## src/inc/mdh_pkg.sv

```systemverilog
`default_nettype none

// ----------------------------------------------------------------
// diagnostics handler constants
// ----------------------------------------------------------------
package mdh_pkg;

   // clock rate and port restart time
   localparam int unsigned CLK_HZ          = 125_000_000;
   localparam int unsigned RESTART_TIME_MS = 1000;
   // longest time, so the division rounds down
   localparam int unsigned RESTART_CYCLES  =
      (CLK_HZ / 1000) * RESTART_TIME_MS;

   // function codes and exception code
   localparam logic [7:0] FC_DIAG              = 8'h08;
   localparam logic [7:0] FC_EXC_FLAG          = 8'h80;
   localparam logic [7:0] EXC_ILLEGAL_FUNCTION = 8'h01;

   // sub-function codes
   localparam logic [15:0] SUB_LOOPBACK   = 16'h0000;
   localparam logic [15:0] SUB_RESTART    = 16'h0001;
   localparam logic [15:0] SUB_DIAG_REG   = 16'h0002;
   localparam logic [15:0] SUB_CLEAR      = 16'h000a;
   localparam logic [15:0] SUB_CRC_ERRORS = 16'h000c;

   // diagnostic status register (register address 700)
   localparam logic [15:0] DIAG_STATUS_ADDR  = 16'h02bc;
   localparam logic [15:0] DIAG_STATUS_RESET = 16'h0000;
   localparam logic [15:0] CRC_ERR_RESET     = 16'h0000;

   // frame checksum
   localparam logic [15:0] CRC_INIT    = 16'hffff;
   localparam logic [15:0] CRC_POLY    = 16'ha001;
   localparam logic [15:0] CRC_RESIDUE = 16'h0000;

   // byte positions inside a request frame
   localparam logic [2:0] POS_ADDR    = 3'h0;
   localparam logic [2:0] POS_FC      = 3'h1;
   localparam logic [2:0] POS_SUB_HI  = 3'h2;
   localparam logic [2:0] POS_SUB_LO  = 3'h3;
   localparam logic [2:0] POS_DATA_HI = 3'h4;
   localparam logic [2:0] POS_DATA_LO = 3'h5;
   localparam logic [3:0] HDR_BYTES   = 4'h6;

   // frame lengths in bytes
   localparam logic [3:0] REQ_LEN = 4'h8;
   localparam logic [3:0] EXC_LEN = 4'h5;
   localparam logic [3:0] MIN_LEN = 4'h4;
   localparam logic [3:0] CNT_MAX = 4'hf;

   // handler states, gray along idle-recv-exec-send-reinit
   typedef enum logic [2:0]
   {
      ST_IDLE   = 3'h0,
      ST_RECV   = 3'h1,
      ST_EXEC   = 3'h3,
      ST_SEND   = 3'h2,
      ST_REINIT = 3'h6
   } mdh_state_t;

endpackage

`default_nettype wire

```

## src/design/mdh_diag_handler.sv

```systemverilog
`default_nettype none

// Contract
// - request: address, function 08, sub-function, data, checksum bytes
// - sub-function zero echoes the data field, reply equals request
// - restart: reply sent first, then port reinit zeroing event counters
// - port reinit ends within one second; no replies meanwhile
// - restart reply is an exact echo of the request
// - sub-function two returns the 16-bit diagnostic status register
// - sub-function ten zeroes communication counters and diagnostic status
// - conditions still present may set bits or count right after clear
// - clear-counters reply is an exact echo of the request
// - sub-function twelve returns bad-checksum count since restart or clear
// - checksum error counter is 16 bits and wraps, never saturates
module mdh_diag_handler
#(
   parameter int unsigned RESTART_CYCLES = mdh_pkg::RESTART_CYCLES
)
(
   // clock and reset
   input  wire logic        mclk,
   input  wire logic        rst_b,
   // node configuration
   input  wire logic [7:0]  own_addr,
   // received frame bytes from the framer
   input  wire logic        rx_valid,
   input  wire logic [7:0]  rx_data,
   input  wire logic        rx_first,
   input  wire logic        rx_last,
   // reply bytes toward the transmitter
   output logic             tx_valid,
   output logic      [7:0]  tx_data,
   output logic             tx_last,
   input  wire logic        tx_ready,
   // diagnostic status and counters
   input  wire logic [15:0] diag_set,
   output logic      [15:0] diag_status,
   output logic      [15:0] crc_error_count,
   output logic             counters_clear,
   output logic             comm_reinit
);

   // ----------------------------------------------------------------
   // reset release
   // ----------------------------------------------------------------
   logic [1:0]  rst_sync_reg;
   logic        rst_n;

   // asynchronous assert, release through two flops
   always_ff @(posedge mclk or negedge rst_b)
   begin
      if (!rst_b)
         rst_sync_reg <= 2'h0;
      else
         rst_sync_reg <= {rst_sync_reg[0], 1'b1};
   end

   assign rst_n = rst_sync_reg[1];

   // ----------------------------------------------------------------
   // declarations
   // ----------------------------------------------------------------
   mdh_pkg::mdh_state_t state_reg;
   mdh_pkg::mdh_state_t state_next;

   logic [3:0]  rx_cnt_reg;
   logic [3:0]  rx_cnt_next;
   logic [15:0] rx_crc_reg;
   logic [15:0] rx_crc_next;
   logic [7:0]  rx_buf_reg  [0:5];
   logic [7:0]  rx_buf_next [0:5];

   logic [7:0]  reply_reg   [0:5];
   logic [7:0]  reply_next  [0:5];
   logic [3:0]  tx_idx_reg;
   logic [3:0]  tx_idx_next;
   logic [3:0]  tx_len_reg;
   logic [3:0]  tx_len_next;
   logic [15:0] tx_crc_reg;
   logic [15:0] tx_crc_next;
   logic [7:0]  tx_byte_reg;
   logic [7:0]  tx_byte_next;
   logic        restart_pend_reg;
   logic        restart_pend_next;
   logic [31:0] wait_cnt_reg;
   logic [31:0] wait_cnt_next;
   logic [15:0] diag_reg;
   logic [15:0] diag_next;
   logic [15:0] crc_err_reg;
   logic [15:0] crc_err_next;
   logic        clear_reg;
   logic        clear_next;

   logic        rx_take;
   logic [3:0]  rx_idx;
   logic [3:0]  rx_len;
   logic [15:0] rx_crc_base;
   logic [15:0] rx_crc_step;
   logic        frame_done;
   logic        crc_bad;
   logic        req_ok;
   logic [15:0] tx_crc_step;

   // ----------------------------------------------------------------
   // checksum steps for the receive and transmit paths
   // ----------------------------------------------------------------
   mdh_crc16 u_rx_crc
   (
      .crc_in  (rx_crc_base),
      .crc_out (rx_crc_step),
      .data_in (rx_data)
   );

   mdh_crc16 u_tx_crc
   (
      .crc_in  (tx_crc_reg),
      .crc_out (tx_crc_step),
      .data_in (tx_byte_reg)
   );

   // ----------------------------------------------------------------
   // frame receive
   // ----------------------------------------------------------------
   // bytes are only taken while idle or collecting; during exec, send
   // and reinit the framer's bytes are dropped, no back-pressure exists
   always_comb
   begin
      rx_take     = rx_valid &&
                    ((state_reg == mdh_pkg::ST_RECV) ||
                     ((state_reg == mdh_pkg::ST_IDLE) && rx_first));
      rx_idx      = rx_first ? 4'h0 : rx_cnt_reg;
      rx_len      = (rx_idx == mdh_pkg::CNT_MAX) ? mdh_pkg::CNT_MAX
                                                 : rx_idx + 4'h1;
      rx_crc_base = rx_first ? mdh_pkg::CRC_INIT : rx_crc_reg;
      rx_cnt_next = rx_cnt_reg;
      rx_crc_next = rx_crc_reg;
      rx_buf_next = rx_buf_reg;
      if (rx_take)
      begin
         rx_cnt_next = rx_len;
         rx_crc_next = rx_crc_step;
         if (rx_idx < mdh_pkg::HDR_BYTES)
            rx_buf_next[rx_idx[2:0]] = rx_data;
      end
      frame_done = rx_take && rx_last;
      // whole-frame checksum including its own two bytes leaves zero
      crc_bad    = frame_done && (rx_len >= mdh_pkg::MIN_LEN) &&
                   (rx_crc_step != mdh_pkg::CRC_RESIDUE);
      req_ok     = frame_done && !crc_bad &&
                   (rx_len == mdh_pkg::REQ_LEN) &&
                   (rx_buf_reg[mdh_pkg::POS_ADDR] == own_addr) &&
                   (rx_buf_reg[mdh_pkg::POS_FC] == mdh_pkg::FC_DIAG);
   end

   always_ff @(posedge mclk or negedge rst_n)
   begin
      if (!rst_n)
      begin
         rx_cnt_reg <= 4'h0;
         rx_crc_reg <= mdh_pkg::CRC_INIT;
         for (int i = 0; i < 6; i++)
            rx_buf_reg[i] <= 8'h00;
      end
      else
      begin
         rx_cnt_reg <= rx_cnt_next;
         rx_crc_reg <= rx_crc_next;
         rx_buf_reg <= rx_buf_next;
      end
   end

   // ----------------------------------------------------------------
   // command execution, reply and port reinit
   // ----------------------------------------------------------------
   always_comb
   begin
      logic [15:0] sub_code;
      logic        clr_now;
      logic [15:0] crc_upd;
      logic [3:0]  idx_n;
      logic [3:0]  crc_pos;
      sub_code          = {rx_buf_reg[mdh_pkg::POS_SUB_HI],
                           rx_buf_reg[mdh_pkg::POS_SUB_LO]};
      clr_now           = 1'b0;
      crc_upd           = tx_crc_reg;
      idx_n             = tx_idx_reg + 4'h1;
      crc_pos           = tx_len_reg - 4'h2;
      state_next        = state_reg;
      reply_next        = reply_reg;
      tx_idx_next       = tx_idx_reg;
      tx_len_next       = tx_len_reg;
      tx_crc_next       = tx_crc_reg;
      tx_byte_next      = tx_byte_reg;
      restart_pend_next = restart_pend_reg;
      wait_cnt_next     = wait_cnt_reg;

      case (state_reg)
         mdh_pkg::ST_IDLE:
         begin
            if (rx_take && !rx_last)
               state_next = mdh_pkg::ST_RECV;
         end
         mdh_pkg::ST_RECV:
         begin
            if (req_ok)
               state_next = mdh_pkg::ST_EXEC;
            else if (frame_done)
               state_next = mdh_pkg::ST_IDLE;
         end
         mdh_pkg::ST_EXEC:
         begin
            // start from an exact copy of the request header
            reply_next  = rx_buf_reg;
            tx_len_next = mdh_pkg::REQ_LEN;
            case (sub_code)
               mdh_pkg::SUB_LOOPBACK:
                  tx_len_next = mdh_pkg::REQ_LEN;
               mdh_pkg::SUB_RESTART:
                  restart_pend_next = 1'b1;
               mdh_pkg::SUB_DIAG_REG:
               begin
                  reply_next[mdh_pkg::POS_DATA_HI] = diag_reg[15:8];
                  reply_next[mdh_pkg::POS_DATA_LO] = diag_reg[7:0];
               end
               mdh_pkg::SUB_CLEAR:
                  clr_now = 1'b1;
               mdh_pkg::SUB_CRC_ERRORS:
               begin
                  reply_next[mdh_pkg::POS_DATA_HI] = crc_err_reg[15:8];
                  reply_next[mdh_pkg::POS_DATA_LO] = crc_err_reg[7:0];
               end
               default:
               begin
                  // no side effect, short exception frame
                  reply_next[mdh_pkg::POS_FC] =
                     mdh_pkg::FC_DIAG | mdh_pkg::FC_EXC_FLAG;
                  reply_next[mdh_pkg::POS_SUB_HI] =
                     mdh_pkg::EXC_ILLEGAL_FUNCTION;
                  tx_len_next = mdh_pkg::EXC_LEN;
               end
            endcase
            tx_idx_next  = 4'h0;
            tx_crc_next  = mdh_pkg::CRC_INIT;
            tx_byte_next = rx_buf_reg[mdh_pkg::POS_ADDR];
            state_next   = mdh_pkg::ST_SEND;
         end
         mdh_pkg::ST_SEND:
         begin
            if (tx_ready)
            begin
               // checksum covers payload bytes only, low byte goes first
               if (tx_idx_reg < crc_pos)
                  crc_upd = tx_crc_step;
               tx_crc_next = crc_upd;
               tx_idx_next = idx_n;
               if (idx_n < crc_pos)
                  tx_byte_next = reply_reg[idx_n[2:0]];
               else if (idx_n == crc_pos)
                  tx_byte_next = crc_upd[7:0];
               else
                  tx_byte_next = crc_upd[15:8];
               if (tx_last)
               begin
                  if (restart_pend_reg)
                  begin
                     // reply is fully out before the port goes down
                     restart_pend_next = 1'b0;
                     clr_now           = 1'b1;
                     wait_cnt_next     = 32'h0;
                     state_next        = mdh_pkg::ST_REINIT;
                  end
                  else
                     state_next = mdh_pkg::ST_IDLE;
               end
            end
         end
         mdh_pkg::ST_REINIT:
         begin
            // port held down, requests dropped until the time is up
            wait_cnt_next = wait_cnt_reg + 32'h1;
            if (wait_cnt_reg >= 32'(RESTART_CYCLES - 1))
               state_next = mdh_pkg::ST_IDLE;
         end
         default:
            state_next = mdh_pkg::ST_IDLE;
      endcase

      // a condition still present sets again over the clear
      diag_next    = (clr_now ? 16'h0000 : diag_reg) | diag_set;
      crc_err_next = (clr_now ? 16'h0000 : crc_err_reg) +
                     {15'h0000, crc_bad};
      clear_next   = clr_now;
   end

   always_ff @(posedge mclk or negedge rst_n)
   begin
      if (!rst_n)
      begin
         state_reg        <= mdh_pkg::ST_IDLE;
         tx_idx_reg       <= 4'h0;
         tx_len_reg       <= mdh_pkg::REQ_LEN;
         tx_crc_reg       <= mdh_pkg::CRC_INIT;
         tx_byte_reg      <= 8'h00;
         restart_pend_reg <= 1'b0;
         wait_cnt_reg     <= 32'h0;
         diag_reg         <= mdh_pkg::DIAG_STATUS_RESET;
         crc_err_reg      <= mdh_pkg::CRC_ERR_RESET;
         clear_reg        <= 1'b0;
         for (int i = 0; i < 6; i++)
            reply_reg[i] <= 8'h00;
      end
      else
      begin
         state_reg        <= state_next;
         tx_idx_reg       <= tx_idx_next;
         tx_len_reg       <= tx_len_next;
         tx_crc_reg       <= tx_crc_next;
         tx_byte_reg      <= tx_byte_next;
         restart_pend_reg <= restart_pend_next;
         wait_cnt_reg     <= wait_cnt_next;
         diag_reg         <= diag_next;
         crc_err_reg      <= crc_err_next;
         clear_reg        <= clear_next;
         reply_reg        <= reply_next;
      end
   end

   // ----------------------------------------------------------------
   // outputs
   // ----------------------------------------------------------------
   // handshake is combinational from state, data straight from flops
   assign tx_valid        = (state_reg == mdh_pkg::ST_SEND);
   assign tx_data         = tx_byte_reg;
   assign tx_last         = tx_valid && (tx_idx_reg == tx_len_reg - 4'h1);
   assign diag_status     = diag_reg;
   assign crc_error_count = crc_err_reg;
   assign counters_clear  = clear_reg;
   assign comm_reinit     = (state_reg == mdh_pkg::ST_REINIT);

endmodule

`default_nettype wire

```

## src/design/mdh_crc16.sv

```systemverilog
`default_nettype none

// ----------------------------------------------------------------
// one-byte step of the frame checksum, lsb first, reflected poly
// ----------------------------------------------------------------
module mdh_crc16
(
   // running checksum in and out
   input  wire logic [15:0] crc_in,
   output logic      [15:0] crc_out,
   // byte folded in
   input  wire logic [7:0]  data_in
);

   // eight shift steps; purely combinational so one instance per path
   always_comb
   begin
      logic [15:0] c;
      c = crc_in ^ {8'h00, data_in};
      for (int i = 0; i < 8; i++)
      begin
         if (c[0])
            c = (c >> 1) ^ mdh_pkg::CRC_POLY;
         else
            c = c >> 1;
      end
      crc_out = c;
   end

endmodule

`default_nettype wire

```

## config.mk

```make
export PLATFORM = sky130hd
export DESIGN_NAME = mdh_diag_handler
export DESIGN_NICKNAME = d
export VERILOG_FILES = /design/src/inc/mdh_pkg.sv /design/src/design/mdh_diag_handler.sv /design/src/design/mdh_crc16.sv
export SDC_FILE = /design/constraint.sdc
export NUM_CORES = 1
export LEC_CHECK = 0
export ABC_CLOCK_PERIOD_IN_PS = 6350
export BUFFER_PORTS_ARGS = -buffer_cell sky130_fd_sc_hd__clkbuf_2
export CORE_MARGIN = 3
export CORE_UTILIZATION = 55
export CTS_CLUSTER_DIAMETER = 200
export CTS_CLUSTER_SIZE = 14
export DETAILED_ROUTE_END_ITERATION = 12
export PLACE_DENSITY = 0.74
export SYNTH_ARGS = -nofsm -noshare
export SYNTH_HDL_FRONTEND = slang
export SYNTH_SLANG_ARGS = --single-unit
```

## constraint.sdc

```tcl
create_clock -name mclk -period 6.35 [get_ports mclk]
set_clock_uncertainty 0.2 [all_clocks]
set_input_delay 0.3175 -clock mclk [delete_from_list [all_inputs] [get_ports mclk]]
set_output_delay 0.3175 -clock mclk [all_outputs]
set_load 0.02 [all_outputs]
```

==> results_dict.tcl, run 1 <==
set metrics [dict create \
    grt-busiest-layer "met2" \
    gr-usage-met1_pct 35.4 \
    crit_fanout 4 \
    grt_pass1_wl_um 42200 \
    fin_crit_sh_pct 70.0 \
    firstDrtPassIters 7 \
    row_count 50 \
    hold_viol 0 \
    status "finished, final reports clean" \
    grt_max_degree 85 \
    grt.met3_usage_pct 2.80 \
    cp.depth 18 \
    grtUsageTotal_pct 24.1 \
    place_congestion 0.867 \
    r2r_slack_ps 1900 \
    slowest_stage "dfstp_2" \
    antenna_cells 0 \
    slew_headroom_pct 29.6 \
    drtAntennaViolNets 0 \
    synth_cells 1046 \
    tightestPinTransition_ps 1060 \
    post-dp-hpwl_um 17500 \
    worstSetupEndpoint "crc_error_count[12]" \
    fin_tns_setup_ps 0 \
    grt_pass1_vias 7921 \
    intPower_mw 1.98 \
    hold_path_class "in -> reg" \
    cp-start-kind "flip-flop" \
    grt_use_met2_pct 39.1 \
    synthArstFlopShare_pct 100 \
    switchingPower_mw 0.558 \
    grt_overflow_total 0 \
    htree_levels 1 \
    postSynthRegisterBits 217 \
    drc 0 \
    wl_um 25500 \
    worst_ep_arrival_time_ps 4610 \
    power_density_nw_per_um2 210 \
    cp_num_buf_inv 1 \
    wl_per_cell_um 18.2 \
    clk_path_buf_depth 3 \
    irDropWorstVdd_mv 0.221 \
    max_freq_mhz 225 \
    pwr-share-seq_pct 54.7 \
    cp-end-kind "flip-flop" \
    start_util_pct 56.6 \
    final_util_pct 63.8 \
    die_y_um 146 \
    die_w_um 146 \
    cts_sinks 217 \
    yosysUniqueCellTypes 69 \
    worstSetupPathType "reg -> reg" \
    p_leak_nw 5.56 \
    rsz0062_at_grt "false" \
    io_pins 82 \
    dr_total_vias 8098 \
    synth_edf_count 0 \
    setup_viol 0 \
    cts_buffers 19 \
    drive_gt1_share_pct 19.2 \
    crit_path_max_incr_delay_ps 560 \
    cts_root_buf "clkbuf_16" \
    dr.first_iter.drc_count 678 \
    ys_seq_area_share_pct 51.0 \
    synth_area_per_cell_um2 10.3 \
    cts_tree "built" \
    antenna_found_initial 0 \
    clk_latency_ps 500 \
    path_clk_slew_ps 70 \
    syn-cell-area_um2 10700 \
    reg2reg_depth 18 \
    period_needed_ps 4450 \
    cap_violations 0 \
    reg2reg_from "rx_crc_reg[3]" \
    cp.required_ps 6510 \
    fp.dieArea_um2 21200 \
    core-area_um2 19000 \
    synth_nets 1097 \
    r2r-end "crc_error_count[12]" \
    port_buffers 81 \
    ys.flop_type "dfrtp_1" \
    path_cells "xnor2_1, nor2_1, xnor2_1, xor2_1, xnor2_1, ha_1, xor2_1, nand4_1, or4_1, o31ai_1, inv_1, ha_1, ha_1, nand3_1, nor2_1, nand4_1, xor2_1, nor2_1" \
    p_sw_share_pct 22.0 \
    viasPerCell 5.79 \
    pwr-share-comb_pct 3.4 \
    critical-path-top-delay-family "XOR/XNOR gates" \
    yosys_warnings 0 \
    slew_viol_final 0 \
    clkPwrFrac_pct 41.9 \
    nets 1176 \
    area_growth_pct 12.6 \
    crit_start "rx_crc_reg[3]" \
    postCtsSetupBuffers 0 \
]
## layout by cell type, fill, tap and decap left out, types with 13 or more instances in the layout
cell,instances
dfrtp_1,183
clkbuf_1,13
xor2_1,38
dlygate4sd3_1,20
mux2_2,46
a21oi_1,43
dfstp_2,33
clkbuf_2,81
a22oi_1,17
nor3_1,13
nor2_1,117
a21o_1,18
a31oi_1,21
clkbuf_16,19
nand4_1,17
nand3_1,24
nand2_1,146
o21ai_0,38
ha_1,13
inv_1,15
xnor2_1,62
## worst reg2reg max path, stage by stage (launching register included)
cell     delay, ps
dfstp_2        560
xnor2_1        130
nor2_1          80
xnor2_1        300
xor2_1         220
xnor2_1        170
ha_1           290
xor2_1         200
nand4_1        110
or4_1          400
o31ai_1        490
inv_1          100
ha_1           260
ha_1           220
nand3_1        170
nor2_1         110
nand4_1        110
xor2_1         140
nor2_1          50
## per-stage QoR
step / total power [mW] / instance area, um^2 / instances / setup slack (ps) / hold slack [ps]
after floorplan: 1.46 / 10700 / 1046 / 2410 / -178
after CTS: 2.57 / 12100 / 1398 / 1890 / 9.35
after global routing: 2.64 / 12100 / 1398 / 1560 / 23.1
final: 2.54 / 12100 / 1398 / 1900 / 25.1
after detailed placement: 1.49 / 11300 / 1344 / 1840 / -93.5
after global placement: 1.49 / 11300 / 1344 / 2030 / -95.0
## how the worst min path moves through the flow
stage	from	end	slack, ps	cells after the start
floorplan	rst_b	rst_sync_reg[0]	-180	0
global placement	rst_b	rst_sync_reg[0]	-90	1
detailed placement	rst_b	rst_sync_reg[0]	-90	1
CTS	rx_data[5]	rx_buf_reg[5]	9	2
global route	rx_data[4]	rx_buf_reg[20]	20	2
finish	rx_data[5]	rx_buf_reg[13]	30	2
## repair_timing
item,CTS,global route
hold endpoints to repair,19,0
hold buffers,20,0
resized for setup,0,0
setup endpoints to repair,0,0
## logic make-up (layout without fill, tap and decap cells)
logic type | Yosys count | after routing | synth area share [%]
fa+ha+maj | 13 | 13 | 1.52
xor+xnor | 104 | 104 | 8.89
compound gates | 184 | 184 | 11.2
simple gates | 392 | 392 | 17.3
flops | 217 | 217 | 51.0
other cells | 1 | 1 | 0.0349
mux | 65 | 65 | 7.53
buf+inv | 70 | 162 | 2.53
## layer usage
metal | vias up | wire (um)
met3 | 38 | 1410
li1 | 3798 | -
met1 | 4031 | 11600
met2 | 231 | 12000
met5 | - | 0
met4 | 0 | 467
## layout make-up
| type | count | area, um^2 |
|---|---|---|
| well taps | 260 | 325 |
| inverters | 16 | 60.1 |
| fillers | 1549 | 6870 |
| multi-input cells | 759 | 5000 |
| flip-flops and latches | 217 | 5480 |
| repair buffers | 112 | 688 |
| clock buffers | 32 | 524 |
| clock inverters | 2 | 17.5 |
## power by group through the flow
stage | registers (mW) | logic [mW] | clock network [mW]
6_report | 1.39 | 0.0854 | 1.07
3_3_place_gp | 1.42 | 0.0747 | 0
2_1_floorplan | 1.43 | 0.0354 | 0
5_1_grt | 1.39 | 0.0962 | 1.15
3_5_place_dp | 1.42 | 0.0770 | 0
4_1_cts | 1.39 | 0.0864 | 1.09
## synth_stat cells, types with 15 or more instances
cell type,number,area share [%]
a21oi_1,43,2.0
nand4_1,17,0.99
inv_1,15,0.52
nand3_1,24,1.1
dfrtp_1,184,43
nand2_1,146,5.1
o21ai_0,38,1.8
xnor2_1,62,5.1
clkbuf_1,42,1.5
mux2_2,46,4.8
a22oi_1,17,1.2
nor2_1,117,4.1
xor2_1,38,3.1
a21o_1,18,1.3
a31oi_1,21,1.2
dfstp_2,33,8.1
(Power assumes the default switching activity.)
==> run 2, diff against run 1 <==
Settings changed: ABC_CLOCK_PERIOD_IN_PS 6350 to 3760.
Clock period 6.35 ns to 3.76 ns, I/O delays scaled along.
==> run 2 against run 1 <==
The run now ends with setup timing left. Sequential power up 69%. Combinational power increased by 110%. Cell count increased by 3.6%. Sequential share of layout area is 1.8 points lower. Via count rose by 2.5%. Global-route usage grew 0.74 points. Critical path depth stayed put. Cell area increased by 4.2%. Clock power up 69%. Critical path type unchanged.
==> results_dict.tcl, run 2 (synthesis gave the netlist of run 1 again) <==
set metrics [dict create \
    status "finished, violations left" \
    violations "setup timing" \
    wl_per_cell_um 18.1 \
    fin_tns_setup_ps -372 \
    cp.required_ps 3930 \
    cts_sinks 217 \
    core-area_um2 19000 \
    seqCellArea_um2 5480 \
    drc 0 \
    multi_input_area_um2 5080 \
    hold_viol 0 \
    power_density_nw_per_um2 344 \
    clk_latency_ps 500 \
    clk_path_buf_depth 3 \
    reg2reg_from "rx_crc_reg[1]" \
    final_cell_mix "183 x dfrtp_1, 146 x nand2_1, 114 x nor2_1" \
    antenna_found_initial 0 \
    grt_pass1_vias 8410 \
    die_y_um 146 \
    die_w_um 146 \
    max_freq_mhz 260 \
    htree_levels 1 \
    port_buffers 81 \
    drive_gt1_share_pct 22.7 \
    rsz0062_at_grt "true" \
    cts_root_buf "clkbuf_16" \
    hold_path_class "in -> reg" \
    grtUsageTotal_pct 24.8 \
    firstDrtPassIters 5 \
    place_congestion 0.855 \
    io_pins 82 \
    tightestPinTransition_ps 1030 \
    slew_viol_final 0 \
    viasPerCell 5.73 \
    grt_overflow_total 0 \
    crit_start "rx_crc_reg[1]" \
    hp-start "rx_first" \
    setup_viol 10 \
    p_leak_nw 5.81 \
    cts_buffers 19 \
    cts_tree "built" \
    grt_max_degree 67 \
    post-dp-hpwl_um 17900 \
    antenna_cells 0 \
    final_area_um2 12600 \
    dr.first_iter.drc_count 588 \
    drtAntennaViolNets 0 \
    dpl_cell_area_um2 11600 \
    crit_fanout 4 \
    nets 1226 \
    cap_violations 0 \
    row_count 50 \
    setup_ws_ps -85.0 \
    final_util_pct 66.5 \
    cp-end-kind "flip-flop" \
    finalPower_mw 4.34 \
    area_growth_pct 17.4 \
    cp-start-kind "flip-flop" \
    irDropWorstVdd_mv 0.273 \
    grt_pass1_wl_um 43400 \
    wl_um 26200 \
    period_needed_ps 3840 \
    dr_total_vias 8301 \
    slew_headroom_pct 30.9 \
    worst_ep_arrival_time_ps 4010 \
    layout_commonest_cell "dfrtp_1" \
    start_util_pct 56.6 \
    fill_cells 1507 \
    fin_crit_sh_pct 102 \
    path_clk_slew_ps 70 \
    fp.dieArea_um2 21200 \
    worstSetupPathType "reg -> reg" \
]
-- run 2: power breakdown --
| group | switching [mW] | leakage, nW | internal [mW] | total, mW |
|---|---|---|---|---|
| sequential | 0.0122 | 2.76 | 2.34 | 2.35 |
| combinational | 0.0986 | 2.79 | 0.0788 | 0.177 |
| clock | 0.857 | 0.259 | 0.958 | 1.81 |
-- run 2: final cells by class --
class / count / area share (%)
clock inverter: 2 / 0.139
sequential: 217 / 43.4
tap: 260 / 2.58
clock buffer: 32 / 4.16
inverter: 16 / 0.477
timing repair buffer: 162 / 8.90
multi-input combinational: 759 / 40.3
-- run 2: metrics by stage --
step | cells | hold WS, ps | worst slack, ps
after floorplan | 1046 | -308 | 7.16
after global placement | 1380 | -223 | -91.5
after detailed placement | 1380 | -222 | -259
after CTS | 1447 | 36.7 | -114
after global routing | 1448 | 81.5 | -258
final | 1448 | 57.7 | -85.0
-- run 2: repair_timing --
item,4_1_cts,5_1_grt
pin swaps,3,11
resized for setup,8,9
hold endpoints to repair,69,0
hold buffers,30,0
gates cloned,0,0
buffers inserted,3,1
setup endpoints to repair,12,15
-- run 2: worst paths after layout --
kind                       slack (ps)  cells after the start            endpoint
max                               -80                     18  crc_error_count[9]
min                                60                      4       rx_crc_reg[5]
max reg2reg                       -80                     18  crc_error_count[9]
min reg2reg                       150                      0     rst_sync_reg[1]
max in group asynchronous        2120                      1      rx_crc_reg[15]
min in group asynchronous         220                      0      rx_buf_reg[13]
-- run 2: metal layers --
layer  wire length, um  GRT usage [%]
met4               640           7.45
met3              1490           3.80
met2             12600           40.1
met5                 0              0
met1             11500           35.0
-- run 2: worst max-delay path, cell delays in order (launching register included) --
cell and delay (ps):
dfstp_2 560, xnor2_2 110, nor2_1 70, xnor2_1 250
xor2_1 200, xnor2_1 150, ha_1 280, xor2_1 190
nand4_1 130, or4_4 450, o31ai_4 220, inv_2 70
ha_4 180, buf_6 110, nand4_1 140, nor2_4 70
buf_4 150, xnor2_2 120, nor2_1 60
